[config.mk]
export PLATFORM = sky130hd
export DESIGN_NAME = acs_sequencer
export DESIGN_NICKNAME = d
export VERILOG_FILES = /design/src/logic/acs_pkg.sv /design/src/logic/acs_sequencer.sv
export SDC_FILE = /design/constraint.sdc
export NUM_CORES = 1
export LEC_CHECK = 0
export BUFFER_PORTS_ARGS = -buffer_cell sky130_fd_sc_hd__buf_2
export CAP_MARGIN = 10
export CORE_MARGIN = 1.5
export CORE_UTILIZATION = 48
export CTS_CLUSTER_DIAMETER = 150
export CTS_CLUSTER_SIZE = 25
export DETAILED_ROUTE_END_ITERATION = 16
export MAX_ROUTING_LAYER = met4
export PLACE_DENSITY = 0.77
export SYNTH_ARGS = -nofsm -noshare
export SYNTH_HDL_FRONTEND = slang
export SYNTH_SLANG_ARGS = --single-unit
[constraint.sdc]
create_clock -name sys_clk -period 2.2 [get_ports sys_clk]
set_input_delay 0.44 -clock sys_clk [delete_from_list [all_inputs] [get_ports sys_clk]]
set_output_delay 0.44 -clock sys_clk [all_outputs]
set_load 0.01 [all_outputs]
[src/logic/acs_pkg.sv]
package acs_pkg;

  // Register byte addresses on the bus.
  localparam logic [7:0] OFS_CHAN_CTRL = 8'h00;
  localparam logic [7:0] OFS_TRIG_CTRL = 8'h04;
  localparam logic [7:0] OFS_TIMING    = 8'h08;
  localparam logic [7:0] OFS_RES_HIGH  = 8'h0c;
  localparam logic [7:0] OFS_RES_LOW   = 8'h10;
  localparam logic [7:0] OFS_SYS_CTRL  = 8'h14;

  // Channel/start control fields.
  localparam int CHAN_LSB     = 2;
  localparam int CHAN_MSB     = 6;
  localparam int GO_BIT       = 1;
  localparam int EN_BIT       = 0;

  // Trigger control fields.
  localparam int TRIG_SEL_BIT = 7;
  localparam int REF_MSB      = 3;

  // Timing control fields.
  localparam int FMT_BIT      = 7;
  localparam int ACQ_LSB      = 3;
  localparam int ACQ_MSB      = 5;
  localparam int CLK_MSB      = 2;

  // System control fields: done flag, wake enable, module disable.
  localparam int FLAG_BIT     = 0;
  localparam int IRQ_EN_BIT   = 1;
  localparam int MOD_DIS_BIT  = 2;

  // Reset values.
  localparam logic [7:0] CHAN_CTRL_RST = 8'h00;
  localparam logic [7:0] TIMING_RST    = 8'h00;
  localparam logic [4:0] REF_RST       = 5'h00;
  localparam logic [9:0] RESULT_RST    = 10'h000;

  // Timing counts.
  localparam logic [4:0] CONV_TADS     = 5'h0b;
  localparam logic [4:0] POST_TADS     = 5'h02;
  localparam logic [4:0] INSTR_CLKS    = 5'h04;

  typedef enum logic [2:0] {
    ST_IDLE,
    ST_WAIT,
    ST_ACQ,
    ST_CONV,
    ST_POST
  } acs_state_t;

endpackage : acs_pkg

[src/logic/acs_sequencer.sv]
`timescale 1ns/10ps

// Summary of operation
// Result reads left or right justified per the result format select bit.
// Software must set the converter enable before any conversion runs.
// Setting start converts at once or after the programmed acquisition delay.
// Acquisition code 010 samples four conversion clock periods before converting.
// With zero acquisition, conversion waits one instruction after start.
// Software enables and starts the converter in separate writes.
// Completion clears start, sets the done flag and loads the result.
// The capacitor array is discharged after every sample.
// Clearing start mid-conversion aborts and keeps the previous result.
// Reset returns all registers to defaults and ends any conversion.
// After completion or abort wait two periods, then reconnect the channel.
// Software picks clock fields for power-managed modes and keeps the source.
// With the internal oscillator, conversion waits one instruction after start.
// Sleep completion wakes if enabled, else the module powers off.
// Sleep with another clock aborts and powers off, enable stays set.
// Trigger select 0 takes the compare unit, 1 the charge unit.
// The trigger sources must be configured to issue triggers.
// A hardware trigger starts acquisition only while the converter is enabled.
// Module disable holds the converter in reset and stops its clock.
// The five-bit channel field in bits 6 to 2 selects the input.
// Start bit reads one while a conversion cycle is in progress.
// Bit 7 of the channel control register always reads zero.
// Acquisition codes give 0, 2, 4, 6, 8, 12, 16, 20 periods.
// Clock codes select divide by 2, 8, 32, 4, 16, 64 or oscillator.
// A full conversion takes eleven conversion clock periods.
// Left format puts bits 9-2 high; right puts bits 9-8 high.
// The done flag stays set until software clears it.
module acs_sequencer (
  input  wire logic        sys_clk,
  input  wire logic        rst,
  input  wire logic        wb_cyc_i,
  input  wire logic        wb_stb_i,
  input  wire logic        wb_we_i,
  input  wire logic [7:0]  wb_adr_i,
  input  wire logic [3:0]  wb_sel_i,
  input  wire logic [31:0] wb_dat_i,
  output logic      [31:0] wb_dat_o,
  output logic             wb_ack_o,
  input  wire logic        trig_compare,
  input  wire logic        trig_charge,
  input  wire logic        frc_tick,
  input  wire logic        sleep_mode,
  input  wire logic [9:0]  core_result,
  output logic      [4:0]  ana_chan_sel,
  output logic             sample_connect,
  output logic             discharge,
  output logic             convert_run,
  output logic             core_hold_rst,
  output logic             conversion_done_flag,
  output logic             wake_req
);

  function automatic logic [5:0] div_term(input logic [2:0] code);
    case (code)
      3'h0:    div_term = 6'h01;
      3'h1:    div_term = 6'h07;
      3'h2:    div_term = 6'h1f;
      3'h4:    div_term = 6'h03;
      3'h5:    div_term = 6'h0f;
      default: div_term = 6'h3f;
    endcase
  endfunction : div_term

  function automatic logic [4:0] acq_tads(input logic [2:0] code);
    case (code)
      3'h0:    acq_tads = 5'h00;
      3'h1:    acq_tads = 5'h02;
      3'h2:    acq_tads = 5'h04;
      3'h3:    acq_tads = 5'h06;
      3'h4:    acq_tads = 5'h08;
      3'h5:    acq_tads = 5'h0c;
      3'h6:    acq_tads = 5'h10;
      default: acq_tads = 5'h14;
    endcase
  endfunction : acq_tads

  function automatic logic [7:0] fmt_byte(input logic [9:0] res, input logic right, input logic high);
    if (high) begin
      fmt_byte = right ? {6'h00, res[9:8]} : res[9:2];
    end else begin
      fmt_byte = right ? res[7:0] : {res[1:0], 6'h00};
    end
  endfunction : fmt_byte

  acs_pkg::acs_state_t state;
  logic [4:0]          cnt;
  logic [5:0]          div_cnt;
  logic [4:0]          chan;
  logic                conv_en;
  logic                go;
  logic                trig_sel;
  logic [3:0]          ref_cfg;
  logic                fmt_right;
  logic [2:0]          acq_code;
  logic [2:0]          clk_code;
  logic                irq_en;
  logic                mod_dis;
  logic                powered_off;
  logic [9:0]          result;

  logic                bus_req;
  logic                wr;
  logic                rd;
  logic                wr_chan;
  logic                frc_sel;
  logic                tad_tick;
  logic                en;
  logic                busy;
  logic                start;
  logic                abort;
  logic                sleep_abort;
  logic                conv_done;
  logic                hw_trig;
  logic [4:0]          acq_len;

  assign bus_req     = wb_cyc_i && wb_stb_i && !wb_ack_o;
  assign wr          = bus_req && wb_we_i && wb_sel_i[0];
  assign rd          = bus_req && !wb_we_i;
  assign wr_chan     = wr && (wb_adr_i == acs_pkg::OFS_CHAN_CTRL);
  assign frc_sel     = (clk_code[1:0] == 2'h3);
  assign tad_tick    = frc_sel ? frc_tick : (div_cnt == div_term(clk_code));
  assign en          = conv_en && !powered_off && !mod_dis;
  assign busy        = (state == acs_pkg::ST_WAIT) || (state == acs_pkg::ST_ACQ) || (state == acs_pkg::ST_CONV);
  assign acq_len     = acq_tads(acq_code);
  assign hw_trig     = trig_sel ? trig_charge : trig_compare;
  assign start       = (state == acs_pkg::ST_IDLE) && en && !go &&
                       ((wr_chan && wb_dat_i[acs_pkg::GO_BIT]) || hw_trig);
  assign sleep_abort = sleep_mode && !frc_sel && go;
  assign abort       = go && ((wr_chan && !wb_dat_i[acs_pkg::GO_BIT]) ||
                       (wr_chan && !wb_dat_i[acs_pkg::EN_BIT]) || sleep_abort);
  assign conv_done   = (state == acs_pkg::ST_CONV) && tad_tick &&
                       (cnt == acs_pkg::CONV_TADS - 5'h01) && !abort;

  // Bus slave: one wait state, then ack for one cycle.
  always_ff @(posedge sys_clk or posedge rst) begin
    if (rst) begin
      wb_ack_o <= 1'b0;
    end else begin
      wb_ack_o <= bus_req;
    end
  end

  always_ff @(posedge sys_clk or posedge rst) begin
    if (rst) begin
      wb_dat_o <= 32'h00000000;
    end else if (rd) begin
      if (wb_adr_i == acs_pkg::OFS_CHAN_CTRL) begin
        wb_dat_o <= {24'h000000, 1'b0, chan, go, conv_en};
      end else if (wb_adr_i == acs_pkg::OFS_TRIG_CTRL) begin
        wb_dat_o <= {24'h000000, trig_sel, 3'h0, ref_cfg};
      end else if (wb_adr_i == acs_pkg::OFS_TIMING) begin
        wb_dat_o <= {24'h000000, fmt_right, 1'b0, acq_code, clk_code};
      end else if (wb_adr_i == acs_pkg::OFS_RES_HIGH) begin
        wb_dat_o <= {24'h000000, fmt_byte(result, fmt_right, 1'b1)};
      end else if (wb_adr_i == acs_pkg::OFS_RES_LOW) begin
        wb_dat_o <= {24'h000000, fmt_byte(result, fmt_right, 1'b0)};
      end else if (wb_adr_i == acs_pkg::OFS_SYS_CTRL) begin
        wb_dat_o <= {29'h00000000, mod_dis, irq_en, conversion_done_flag};
      end else begin
        wb_dat_o <= 32'h00000000;
      end
    end
  end

  // Software-owned configuration; module disable holds it at reset, except irq_en and mod_dis.
  always_ff @(posedge sys_clk or posedge rst) begin
    if (rst) begin
      chan    <= acs_pkg::CHAN_CTRL_RST[acs_pkg::CHAN_MSB:acs_pkg::CHAN_LSB];
      conv_en <= acs_pkg::CHAN_CTRL_RST[acs_pkg::EN_BIT];
    end else if (mod_dis) begin
      chan    <= acs_pkg::CHAN_CTRL_RST[acs_pkg::CHAN_MSB:acs_pkg::CHAN_LSB];
      conv_en <= acs_pkg::CHAN_CTRL_RST[acs_pkg::EN_BIT];
    end else if (wr_chan) begin
      chan    <= wb_dat_i[acs_pkg::CHAN_MSB:acs_pkg::CHAN_LSB];
      conv_en <= wb_dat_i[acs_pkg::EN_BIT];
    end
  end

  always_ff @(posedge sys_clk or posedge rst) begin
    if (rst) begin
      trig_sel <= acs_pkg::REF_RST[4];
      ref_cfg  <= acs_pkg::REF_RST[3:0];
    end else if (mod_dis) begin
      trig_sel <= acs_pkg::REF_RST[4];
      ref_cfg  <= acs_pkg::REF_RST[3:0];
    end else if (wr && (wb_adr_i == acs_pkg::OFS_TRIG_CTRL)) begin
      trig_sel <= wb_dat_i[acs_pkg::TRIG_SEL_BIT];
      ref_cfg  <= wb_dat_i[acs_pkg::REF_MSB:0];
    end
  end

  always_ff @(posedge sys_clk or posedge rst) begin
    if (rst) begin
      fmt_right <= acs_pkg::TIMING_RST[acs_pkg::FMT_BIT];
      acq_code  <= acs_pkg::TIMING_RST[acs_pkg::ACQ_MSB:acs_pkg::ACQ_LSB];
      clk_code  <= acs_pkg::TIMING_RST[acs_pkg::CLK_MSB:0];
    end else if (mod_dis) begin
      fmt_right <= acs_pkg::TIMING_RST[acs_pkg::FMT_BIT];
      acq_code  <= acs_pkg::TIMING_RST[acs_pkg::ACQ_MSB:acs_pkg::ACQ_LSB];
      clk_code  <= acs_pkg::TIMING_RST[acs_pkg::CLK_MSB:0];
    end else if (wr && (wb_adr_i == acs_pkg::OFS_TIMING)) begin
      fmt_right <= wb_dat_i[acs_pkg::FMT_BIT];
      acq_code  <= wb_dat_i[acs_pkg::ACQ_MSB:acs_pkg::ACQ_LSB];
      clk_code  <= wb_dat_i[acs_pkg::CLK_MSB:0];
    end
  end

  always_ff @(posedge sys_clk or posedge rst) begin
    if (rst) begin
      irq_en  <= 1'b0;
      mod_dis <= 1'b0;
    end else if (wr && (wb_adr_i == acs_pkg::OFS_SYS_CTRL)) begin
      irq_en  <= wb_dat_i[acs_pkg::IRQ_EN_BIT];
      mod_dis <= wb_dat_i[acs_pkg::MOD_DIS_BIT];
    end
  end

  // Conversion clock divider; it restarts with each sequence so that every period is whole.
  always_ff @(posedge sys_clk or posedge rst) begin
    if (rst) begin
      div_cnt <= 6'h00;
    end else if (mod_dis || frc_sel || abort || (state == acs_pkg::ST_IDLE) || (state == acs_pkg::ST_WAIT) ||
                 (div_cnt >= div_term(clk_code))) begin
      div_cnt <= 6'h00;
    end else begin
      div_cnt <= div_cnt + 6'h01;
    end
  end

  // Sequencer.
  always_ff @(posedge sys_clk or posedge rst) begin
    if (rst) begin
      state <= acs_pkg::ST_IDLE;
      cnt   <= 5'h00;
    end else if (mod_dis) begin
      state <= acs_pkg::ST_IDLE;
      cnt   <= 5'h00;
    end else if (abort) begin
      state <= acs_pkg::ST_POST;
      cnt   <= 5'h00;
    end else begin
      case (state)
        acs_pkg::ST_IDLE: begin
          cnt <= 5'h00;
          if (start && ((acq_len == 5'h00) || frc_sel)) begin
            state <= acs_pkg::ST_WAIT;
          end else if (start) begin
            state <= acs_pkg::ST_ACQ;
          end
        end
        acs_pkg::ST_WAIT: begin
          if (cnt == acs_pkg::INSTR_CLKS - 5'h01) begin
            cnt   <= 5'h00;
            state <= (acq_len == 5'h00) ? acs_pkg::ST_CONV : acs_pkg::ST_ACQ;
          end else begin
            cnt <= cnt + 5'h01;
          end
        end
        acs_pkg::ST_ACQ: begin
          if (tad_tick && (cnt >= acq_len - 5'h01)) begin
            cnt   <= 5'h00;
            state <= acs_pkg::ST_CONV;
          end else if (tad_tick) begin
            cnt <= cnt + 5'h01;
          end
        end
        acs_pkg::ST_CONV: begin
          if (conv_done) begin
            cnt   <= 5'h00;
            state <= acs_pkg::ST_POST;
          end else if (tad_tick) begin
            cnt <= cnt + 5'h01;
          end
        end
        default: begin
          if (tad_tick && (cnt == acs_pkg::POST_TADS - 5'h01)) begin
            cnt   <= 5'h00;
            state <= acs_pkg::ST_IDLE;
          end else if (tad_tick) begin
            cnt <= cnt + 5'h01;
          end
        end
      endcase
    end
  end

  // Start/status bit: set on start, cleared on completion or abort.
  always_ff @(posedge sys_clk or posedge rst) begin
    if (rst) begin
      go <= 1'b0;
    end else if (mod_dis || conv_done || abort) begin
      go <= 1'b0;
    end else if (start) begin
      go <= 1'b1;
    end
  end

  always_ff @(posedge sys_clk or posedge rst) begin
    if (rst) begin
      result <= acs_pkg::RESULT_RST;
    end else if (mod_dis) begin
      result <= acs_pkg::RESULT_RST;
    end else if (conv_done) begin
      result <= core_result;
    end
  end

  // Done flag: a completion in the clearing cycle wins.
  always_ff @(posedge sys_clk or posedge rst) begin
    if (rst) begin
      conversion_done_flag <= 1'b0;
    end else if (conv_done) begin
      conversion_done_flag <= 1'b1;
    end else if (wr && (wb_adr_i == acs_pkg::OFS_SYS_CTRL) && wb_dat_i[acs_pkg::FLAG_BIT]) begin
      conversion_done_flag <= 1'b0;
    end
  end

  // Sleep handling: wake on completion or power the module off.
  always_ff @(posedge sys_clk or posedge rst) begin
    if (rst) begin
      powered_off <= 1'b0;
    end else if (!sleep_mode || mod_dis) begin
      powered_off <= 1'b0;
    end else if (sleep_abort || (conv_done && !irq_en)) begin
      powered_off <= 1'b1;
    end
  end

  always_ff @(posedge sys_clk or posedge rst) begin
    if (rst) begin
      wake_req <= 1'b0;
    end else begin
      wake_req <= conv_done && sleep_mode && irq_en;
    end
  end

  // Analog side controls.
  always_ff @(posedge sys_clk or posedge rst) begin
    if (rst) begin
      sample_connect <= 1'b0;
      discharge      <= 1'b0;
      convert_run    <= 1'b0;
      core_hold_rst  <= 1'b1;
      ana_chan_sel   <= 5'h00;
    end else begin
      sample_connect <= en && ((state == acs_pkg::ST_IDLE) || (state == acs_pkg::ST_ACQ) ||
                        ((state == acs_pkg::ST_WAIT) && (acq_len != 5'h00)));
      discharge      <= (state == acs_pkg::ST_POST);
      convert_run    <= (state == acs_pkg::ST_CONV);
      core_hold_rst  <= mod_dis || !en;
      ana_chan_sel   <= chan;
    end
  end
endmodule : acs_sequencer

==> qor.txt, run 1 <==
clk_skew - 0.0103 ns
total clock sinks - 66
Pins Over Slew Limit - 0
Hold Vio Cnt, Final - 0
Reg clk slew, reported paths - 0.07 ns
Yosys Warn Count - 0
synth cell count leaders - dfrtp_1 (65), a21oi_1 (47), nand2_1 (40)
DR vias - 3,592
required time of the critical path - 2.45 ns
Synth-to-Final Area Change - 28.5%
FF+latch count, synth - 66
hpwl dp - 7.26 mm
total global routing overflow - 0
failing checks - setup timing
deepest clock path buffer count - 2
Gate power share - 28.7%
1st-iter DRT viols - 297
Yosys top cell area share - 42.8%
status - finished with violations
register area share after synthesis - 43.5%
gp weighted congestion - 0.930
chip height - 92.0 microns
core area - 7690 sq um
minimum clock period - 2.33 ns
initial antenna violation count - 0
Worst path max stage delay - 0.40 ns
worst-skew pair later-pin latency - 0.35 ns
most area-consuming cells after synthesis - dfrtp_1 (43%), a21oi_1 (6.2%), buf_4 (4.7%)
vias in the first global route - 3,353
maximum capacitance violations - 0
Routed Antenna Nets - 0
final period utilization - 106%
most common cell in the netlist - dfrtp_1
Ports - 107
Fmax - 429 MHz
clock power share - 31.7%
nets - 600
Setup CP Type - register to register
relative slew slack - 65.9%
Remaining DRCs - 0
ant diodes - 0
final wirelength - 10.4 mm
Main synth FF type - dfrtp_1
largest area contributor in the netlist - dfrtp_1
Post-synth EDFFs - 0
Num CTS Buffers - 9
initial core utilization - 49.4%
area of the mapped netlist - 3800 sq um
total power - 0.00357 W
Pre-Repair DR Iteration Count - 5
CTS tree - done
crit path DAT - 2.59 ns
Buffers on Ports - 55
die width - 92.0 microns
Peak supply drop - 0.316 mV
part of the power in registers - 39.5%
Post-synth ARST share - 100%
crit end category - register
Worst Tran Pin Value - 0.507 ns
post-synth cell types - 57
Critical Path, Cell by Cell - mux2i_1 > ha_1 > ha_4 > a21oi_2 > nand2_1 > a31oi_2 > buf_4 > nor2_2 > o311a_1 > o32ai_2
overall die area - 8460 sq um
RSZ-0062 raised after global routing - true
internal power - 0.00240 W
hold_ws - 0.158 ns
Lkg Pwr - 2.33 nW
H-tree depth - 3
Hold WC Path Type - primary input to asynchronous set/reset pin
startpoint types - register
setup TNS - -0.806 ns
DR WL/cell - 16.5 microns
layout cells sized above 1 - 34.1%
# setup viols final - 11
first-pass GRT wire length - 16.4 mm
Syn Area/Cell - 8.99 sq um
setup ws final - -0.134 ns
Pwr Density - 730 nW/um^2
Switching Fraction - 32.7%
pre-CTS setup slack - -0.246 ns
drt via density - 5.70
clk root buf - clkbuf_8
CP Max Fanout - 3
largest net degree at the start of global routing - 67
Cells after Synth - 423
Sw Pwr - 0.00117 W
Total GRT Usage - 25.3%
row cnt - 32
CP max-delay cell - dfrtp_1
-- flip-flops by register name, summed over array words and instances (netlist names), 3 cells and up --
name / cells
state: 3
chan: 5
clk_code: 3
div_cnt: 6
ref_cfg: 4
result: 10
cnt: 5
ana_chan_sel: 5
wb_dat_o: 8
acq_code: 3
-- logic make-up after synthesis --
| kind of cell | Yosys count | synth area share (%) |
|---|---|---|
| other cells | 1 | 0.0987 |
| xor+xnor | 5 | 1.15 |
| buf+inv | 58 | 8.43 |
| compound gates | 106 | 17.2 |
| mux | 14 | 3.85 |
| fa+ha+maj | 14 | 4.61 |
| flops | 66 | 43.5 |
| simple gates | 159 | 21.2 |
-- layer usage --
layer	routed length [microns]	up-vias	GRT usage [%]	part of all wire [%]
li1	-	1670	-	-
met3	661	14	3.15	6.4
met5	0	-	-	0
met1	4470	1755	35.0	43
met4	173	0	9.23	1.7
met2	5100	153	38.5	49
-- area by class of cell --
type                       count  area [sq um]
fill                         667          2800
multi-input combinational    322          2110
sequential                    66          1660
timing repair buffer         110           717
tap                          102           128
clock buffer                   9           124
clock inverter                 7          93.8
inverter                      14          52.6
-- power by group through the flow --
stage	Clock, W	Combinational (W)	Sequential, W
after detailed placement	0	0.000800	0.00142
after global routing	0.00121	0.00112	0.00142
after floorplan	0	0.000626	0.00137
final	0.00113	0.00102	0.00141
after CTS	0.00114	0.000888	0.00139
after global placement	0	0.000769	0.00141
-- cell usage in the layout (no fill, tap or decap), types with 12 or more instances in the layout --
master / count
a21oi_1: 38
buf_2: 56
buf_4: 48
conb_1: 24
dfrtp_1: 62
ha_1: 12
inv_1: 13
nand2_1: 34
nand3_1: 22
nor2_1: 35
nor3_1: 12
-- worst max-delay path: cells and delay by family, from the launching register on --
| family | cells | cell delay [ns] |
|---|---|---|
| compound gates | 4 | 0.83 |
| flops | 1 | 0.40 |
| simple gates | 2 | 0.11 |
| buf+inv | 1 | 0.14 |
| fa+ha+maj | 2 | 0.53 |
| mux | 1 | 0.23 |
-- stage by stage --
| stage | utilization [%] | instances | cell area, sq um |
|---|---|---|---|
| CTS | 60.7 | 624 | 4660 |
| floorplan | - | 446 | 3910 |
| global placement | 57.2 | 605 | 4400 |
| finish | 63.5 | 630 | 4880 |
| detailed placement | 57.2 | 605 | 4400 |
| global route | 63.5 | 630 | 4880 |
-- final timing paths --
| kind | startpoint | end | slack [ns] | cells after the start |
|---|---|---|---|---|
| worst max-delay path | acq_code[2]$_DFFE_PP0P_ | cnt[1]$_DFF_PP0_ | -0.13 | 10 |
| min in group sys_clk | core_result[9] | result[9]$_DFFE_PP0P_ | 0.31 | 3 |
| worst min register to register | chan[2]$_DFFE_PP0P_ | ana_chan_sel[2]$_DFF_PP0_ | 0.41 | 0 |
| worst max register to register | acq_code[2]$_DFFE_PP0P_ | cnt[1]$_DFF_PP0_ | -0.13 | 10 |
| max in group asynchronous | rst | core_hold_rst$_DFF_PP1_ | 1.73 | 3 |
| worst min-delay path | rst | cnt[0]$_DFF_PP0_ | 0.16 | 3 |
-- repair_timing --
item	in CTS	in global routing
resized for setup	5	54
endpoints found under the setup margin	14	19
gates cloned	0	2
hold buffers	0	0
pin swaps	7	16
setup buffers	3	4
hold endpoints to repair	0	0
Power figures use the tool's default switching activity.
==> run 2: changes to the inputs <==
Settings changed: ABC_AREA from default to 1, CORE_MARGIN 1.5 to default.
==> run 2 against run 1 <==
- the run now ends clean
- clock-buffer cell count stayed put
- critical path depth up 7
- register-to-register slack better by 0.14 ns
- clock power up 13%
- synthesized area increased by 2.5%
- critical endpoint is now cnt[4]$_DFF_PP0_
- largest cell class unchanged
==> qor.txt, run 2 <==
core area - 7810 sq um (+1.6%)
largest net degree at the start of global routing - 47 (-30%)
final wirelength - 9.20 mm (-12%)
hpwl dp - 6.64 mm (-8.5%)
worst-skew pair later-pin latency - 0.36 ns (about the same)
gp weighted congestion - 0.877 (-5.7%)
R2R setup slack - 0.007 ns (+0.14 ns)
Post-synth ARST share - 100% (unchanged)
final period utilization - 99.7% (-6.4 points)
drt via density - 5.16 (-9.5%)
initial core utilization - 49.9% (+0.47 points)
FF+latch count, synth - 66 (unchanged)
Multi-input gate area - 1970 sq um (-6.9%)
Pins Over Slew Limit - 0 (unchanged)
ant diodes - 0 (unchanged)
maximum capacitance violations - 0 (unchanged)
relative slew slack - 55.2% (-11 points)
Total GRT Usage - 23.1% (-2.2 points)
hold_ws - 0.0938 ns (-0.0647 ns)
die width - 92.1 microns (+0.13%)
Buffers on Ports - 55 (unchanged)
largest area contributor in the netlist - dfrtp_1
startpoint types - register
Fmax - 456 MHz (+6.4%)
CTS tree - done
Worst R2R Path Depth - 17 (+7)
commonest non-fill, non-tap cells in the layout - nand2_1 (105), dfrtp_1 (61), buf_2 (55)
minimum clock period - 2.19 ns (-0.141 ns)
crit path DAT - 2.45 ns (-0.14 ns)
DP Area - 4280 sq um (-2.7%)
DR vias - 3,499 (-2.6%)
Syn Area/Cell - 7.94 sq um (-12%)
RR Endpoint - cnt[4]$_DFF_PP0_
Ports - 107 (unchanged)
Pre-Repair DR Iteration Count - 5 (unchanged)
post-synth cell types - 45 (-21%)
crit end category - register
Worst Tran Pin Value - 0.673 ns (+0.165 ns)
H-tree depth - 3 (unchanged)
DR WL/cell - 13.6 microns (-18%)
DR top layer - met4
metal3 WL - 454 microns (-31%)
vias in the first global route - 3,338 (-0.45%)
max reg flops - 10 (unchanged)
chip height - 92.1 microns (+0.13%)
first-pass GRT wire length - 14.9 mm (-9.1%)
synth cell count leaders - nand2_1 (110), dfrtp_1 (65), inv_1 (51)
RSZ-0062 raised after global routing - true
Most flops, register - result
commonest non-fill, non-tap cell in the layout - nand2_1
Num CTS Buffers - 9 (unchanged)
Hold WC Path Type - primary input to asynchronous set/reset pin
Synth-to-Final Area Change - 19.9%
biggest regs - result (10), wb_dat_o (8), div_cnt (6)
most common cell in the netlist - nand2_1
Setup CP Type - register to register
Routed Antenna Nets - 0 (unchanged)
most area-consuming cells after synthesis - dfrtp_1 (42%), nand2_1 (11%), nand3_1 (6.0%)
row cnt - 32 (unchanged)
overall die area - 8480 sq um (+0.26%)
initial antenna violation count - 0 (unchanged)
required time of the critical path - 2.46 ns (about the same)
Main synth FF type - dfrtp_1
CP Max Fanout - 5 (+2)
Fillers - 697 (+4.5%)
total clock sinks - 66 (unchanged)
nets - 648 (+8.0%)
Hold Vio Cnt, Final - 0 (unchanged)
Lkg Pwr - 2.48 nW (+6.5%)
clk root buf - clkbuf_8
worst r2r src - acq_code[2]$_DFFE_PP0P_
FF+latch area - 1660 sq um (about the same)
CTS Hold Buffers Added - 0 (unchanged)
Yosys top cell area share - 41.7% (-1.1 points)
final std cell area, no fill - 4670 sq um (-4.3%)
1st-iter DRT viols - 207 (-30%)
Peak supply drop - 0.345 mV (+8.9%)
Post-synth EDFFs - 0 (unchanged)
total global routing overflow - 0 (unchanged)
deepest clock path buffer count - 2 (unchanged)
register area share after synthesis - 42.4% (-1.1 points)
Cells after Synth - 491 (+16%)
clk_skew - 0.00913 ns (-0.00122 ns)
# setup viols final - 0 (-11)
Pwr Density - 779 nW/um^2 (+6.7%)
Yosys Warn Count - 0 (unchanged)
area of the mapped netlist - 3900 sq um (+2.5%)
status - complete, no violations
Reg clk slew, reported paths - 0.08 ns (about the same)
M1 WL - 3.91 mm (-12%)
metal2 WL - 4.55 mm (-11%)
Remaining DRCs - 0 (unchanged)
layout cells sized above 1 - 26.4% (-7.7 points)
==> run 2: cell types whose count changed after synthesis, moves of 10 or more <==
cell,before,now
clkbuf_1,15,1
nand3_1,22,47
inv_1,14,51
nand2_1,40,110
a21oi_1,47,24
o21ai_1,0,10
o21ai_0,20,31
==> run 2: logic make-up (layout without fill, tap and decap cells) <==
logic type	Yosys count	count (layout)	share of synthesized area, %
and+or+nand+nor	236	236	28.7
buffers and inverters	88	150	11.4
AOI/OAI and AO/OA	78	78	11.0
DFF	66	66	42.4
adders and majority gates	14	14	4.49
xor gates and xnor gates	6	6	1.35
muxes	2	2	0.514
other	1	24	0.0962
==> run 2: per-layer routing <==
layer  track usage, %  vias up
met4             11.8        0
met2             38.0      117
met5                -        -
li1                 -     1699
met3             3.73       22
met1             27.5     1661
==> run 2: repair_timing <==
| action | CTS | global route |
|---|---|---|
| setup buffers | 2 | 6 |
| gates resized for setup | 6 | 24 |
| pin swaps | 8 | 9 |
| setup endpoints to repair | 13 | 20 |
| gates cloned | 0 | 0 |
==> run 2: layout make-up <==
cell class | instances | area share (%)
Multi-Input combinational cell | 360 | 42.1
Sequential cell | 66 | 35.5
Timing Repair Buffer | 77 | 9.69
Inverter | 57 | 4.69
Tap cell | 102 | 2.73
Clock buffer | 9 | 2.65
Clock inverter | 7 | 2.65
==> run 2: stage by stage <==
step / setup slack (ns) / setup TNS (ns) / util (%) / std cells / power, W
finish: 0.00711 / 0 / 59.8 / 678 / 0.00364
global route: -0.165 / -1.05 / 59.8 / 678 / 0.00384
CTS: -0.00200 / -0.00200 / 58.3 / 672 / 0.00356
detailed placement: -0.0819 / -0.612 / 54.8 / 654 / 0.00227
global placement: -0.0303 / -0.140 / 54.8 / 654 / 0.00224
floorplan: 0.0919 / 0 / - / 514 / 0.00206
==> run 2: how the worst max path moves through the flow <==
stage | start | end | slack (ns)
final | acq_code[2]$_DFFE_PP0P_ | cnt[4]$_DFF_PP0_ | 0.007
after global routing | acq_code[2]$_DFFE_PP0P_ | cnt[3]$_DFF_PP0_ | -0.17
after CTS | acq_code[1]$_DFFE_PP0P_ | cnt[2]$_DFF_PP0_ | -0.002
after detailed placement | acq_code[2]$_DFFE_PP0P_ | cnt[3]$_DFF_PP0_ | -0.08
after global placement | acq_code[2]$_DFFE_PP0P_ | cnt[3]$_DFF_PP0_ | -0.03
after floorplan | acq_code[2]$_DFFE_PP0P_ | cnt[1]$_DFF_PP0_ | 0.09
==> run 2: critical path, stage by stage, from the launching register on <==
cell	delay, ns
dfrtp_2	0.46
nor2_4	0.14
inv_2	0.06
ha_4	0.17
a21oi_2	0.12
o21ai_1	0.07
nand2_1	0.08
inv_2	0.05
ha_4	0.26
nand2_4	0.04
o21ai_2	0.11
o21ai_1	0.08
nand2_1	0.12
nand2_2	0.08
nand2_4	0.08
nand2_4	0.06
nand2_1	0.07
nand2_1	0.04
==> run 2: where the power goes <==
part / total, W / internal [W] / switching (W) / leakage [nW]
combinational: 0.000911 / 0.000351 / 0.000559 / 1.48
sequential: 0.00144 / 0.00132 / 0.000119 / 0.881
clock: 0.00128 / 0.000762 / 0.000523 / 0.120
==> run 3: changes to the inputs <==
Settings changed: CORE_MARGIN from default to 10.
Clock period 2.2 ns to 1.85 ns, I/O delays scaled along.
==> run 3 against run 2 <==
- the run now ends with setup timing left
- sequential power grew 19%
- clock-buffer cell count is the same
- critical path depth shrank 1
- total power grew 19%
- global-route usage shrank 5.4 points
- sequential cell count is the same
- critical path type unchanged
- critical endpoint is now state[0]$_DFFE_PP0P_
- largest cell class unchanged
- largest power group unchanged
==> qor.txt, run 3 (synthesis results as in run 2) <==
ant diodes - 0 (unchanged)
die width - 110 microns (+20%)
Worst R2R Path Depth - 16 (-1)
CTS Hold Buffers Added - 0 (unchanged)
required time of the critical path - 2.08 ns (-0.38 ns)
clk root buf - clkbuf_8
relative slew slack - 59.1% (+3.9 points)
RSZ-0062 raised after global routing - true
Hold WC Path Type - primary input to asynchronous set/reset pin
commonest non-fill, non-tap cells in the layout - nand2_1 (103), dfrtp_1 (61), buf_2 (55)
final std cell area, no fill - 5020 sq um (+7.4%)
R2R setup slack - -0.36 ns (-0.37 ns)
Worst path max stage delay - 0.46 ns (about the same)
Ports - 107 (unchanged)
nets - 664 (+2.5%)
initial core utilization - 49.9% (unchanged)
Routed Antenna Nets - 0 (unchanged)
final wirelength - 10.5 mm (+14%)
crit end category - register
biggest regs - result (10), wb_dat_o (8), div_cnt (6)
chip height - 110 microns (+20%)
Pwr Density - 864 nW/um^2 (+11%)
clk_skew - 0.0167 ns (+0.00760 ns)
RR Endpoint - state[0]$_DFFE_PP0P_
Setup CP Type - register to register
vias in the first global route - 3,592 (+7.6%)
commonest non-fill, non-tap cell in the layout - nand2_1
Synth-to-Final Area Change - 28.7%
Reg clk slew, reported paths - 0.08 ns (about the same)
final period utilization - 120% (+20 points)
core area - 7810 sq um (unchanged)
H-tree depth - 3 (unchanged)
first-pass GRT wire length - 16.9 mm (+13%)
gp weighted congestion - 0.979 (+12%)
CTS tree - done
deepest clock path buffer count - 2 (unchanged)
layout cells sized above 1 - 32.6% (+6.2 points)
worst-skew pair later-pin latency - 0.36 ns (about the same)
1st-iter DRT viols - 304 (+47%)
Remaining DRCs - 0 (unchanged)
Worst path most repeated cell - nand2_1
drt via density - 5.23 (+1.4%)
worst r2r src - acq_code[2]$_DFFE_PP0P_
Critical Path, Cell by Cell - nor2_2 > a21oi_2 > ha_4 > a21oi_2 > o21ai_1 > nand2_1 > inv_2 > ha_4 > a21oi_2 > o21ai_2 > o21ai_1 > nand2_1 > nand3_2 > nand2_2 > nand2_1 > nand2_1
Pins Over Slew Limit - 0 (unchanged)
status - finished with violations
Fmax - 452 MHz (-0.97%)
pre-CTS setup slack - -0.358 ns (-0.276 ns)
setup ws final - -0.364 ns (-0.371 ns)
Buffers on Ports - 55 (unchanged)
Pre-Repair DR Iteration Count - 5 (unchanged)
max reg flops - 10 (unchanged)
Most flops, register - result
CP Max Fanout - 4 (-1)
Finished Layout Cells - 694 (+2.4%)
total global routing overflow - 0 (unchanged)
Worst Tran Pin Value - 0.614 ns (-0.0585 ns)
row cnt - 32 (unchanged)
Num CTS Buffers - 9 (unchanged)
Peak supply drop - 0.428 mV (+24%)
maximum capacitance violations - 0 (unchanged)
startpoint types - register
overall die area - 12,100 sq um (+43%)
DR vias - 3,632 (+3.8%)
CP max-delay cell - dfrtp_2
Hold Vio Cnt, Final - 0 (unchanged)
Total GRT Usage - 17.8% (-5.4 points)
# setup viols final - 19 (+19)
crit path DAT - 2.45 ns (about the same)
Placed Cells - 669 (+2.3%)
minimum clock period - 2.21 ns (+0.0214 ns)
largest net degree at the start of global routing - 48 (+2.1%)
hpwl dp - 7.53 mm (+13%)
failing checks - setup timing
total clock sinks - 66 (unchanged)
Lkg Pwr - 2.59 nW (+4.5%)
DR WL/cell - 15.1 microns (+11%)
initial antenna violation count - 0 (unchanged)
DP Area - 4410 sq um (+3.1%)
-- run 3: worst max path at each step --
stage                             from  depth (start not counted)                   end  slack [ns]
2_1_floorplan  acq_code[0]$_DFFE_PP0P_                         18      cnt[1]$_DFF_PP0_       -0.18
3_3_place_gp   acq_code[0]$_DFFE_PP0P_                         18      cnt[3]$_DFF_PP0_       -0.27
3_5_place_dp   acq_code[0]$_DFFE_PP0P_                         18      cnt[1]$_DFF_PP0_       -0.36
4_1_cts        acq_code[0]$_DFFE_PP0P_                         18      cnt[2]$_DFF_PP0_       -0.27
5_1_grt        acq_code[2]$_DFFE_PP0P_                         17      cnt[1]$_DFF_PP0_       -0.48
6_report       acq_code[2]$_DFFE_PP0P_                         16  state[0]$_DFFE_PP0P_       -0.36
-- run 3: worst max-delay path: cells and delay by family, from the launching register on --
family | cells | cell delay, ns
compound gates | 6 | 0.56
fa+ha+maj | 2 | 0.33
buf+inv | 1 | 0.04
simple gates | 7 | 0.70
flops | 1 | 0.46
-- run 3: what timing repair did --
| item | CTS | global route |
|---|---|---|
| resized for setup | 44 | 24 |
| endpoints found under the setup margin | 26 | 27 |
| pin swaps | 20 | 15 |
| gates cloned | 2 | 0 |
| setup buffers | 5 | 2 |
-- run 3: layer usage --
layer	vias up	global-route usage (%)	part of all wire, %
met1	1727	20.7	40
met5	-	-	0
li1	1746	-	-
met2	131	29.7	51
met3	28	2.90	7.0
met4	0	7.71	2.4
-- run 3: area by class of cell --
type / instances / area (sq um)
timing repair inverter: 1 / 16.3
clock inverter: 7 / 100
tap: 102 / 128
sequential: 66 / 1660
fill: 658 / 2790
inverter: 57 / 233
clock buffer: 9 / 124
timing repair buffer: 92 / 602
multi-input combinational: 360 / 2160
-- run 3: power breakdown --
group	switching, W	total (W)	internal (W)
Sequential	0.000145	0.00172	0.00157
Clock	0.000617	0.00139	0.000770
Combinational	0.000735	0.00123	0.000491
-- run 3: through the flow --
stage	util, %	power, W	hold slack [ns]	setup TNS (ns)
after floorplan	-	0.00245	0.374	-1.11
after global placement	56.5	0.00271	0.389	-3.35
after detailed placement	56.5	0.00274	0.389	-4.76
after CTS	62.5	0.00421	0.0451	-2.26
after global routing	64.3	0.00458	0.0710	-5.48
final	64.3	0.00433	0.0354	-3.12
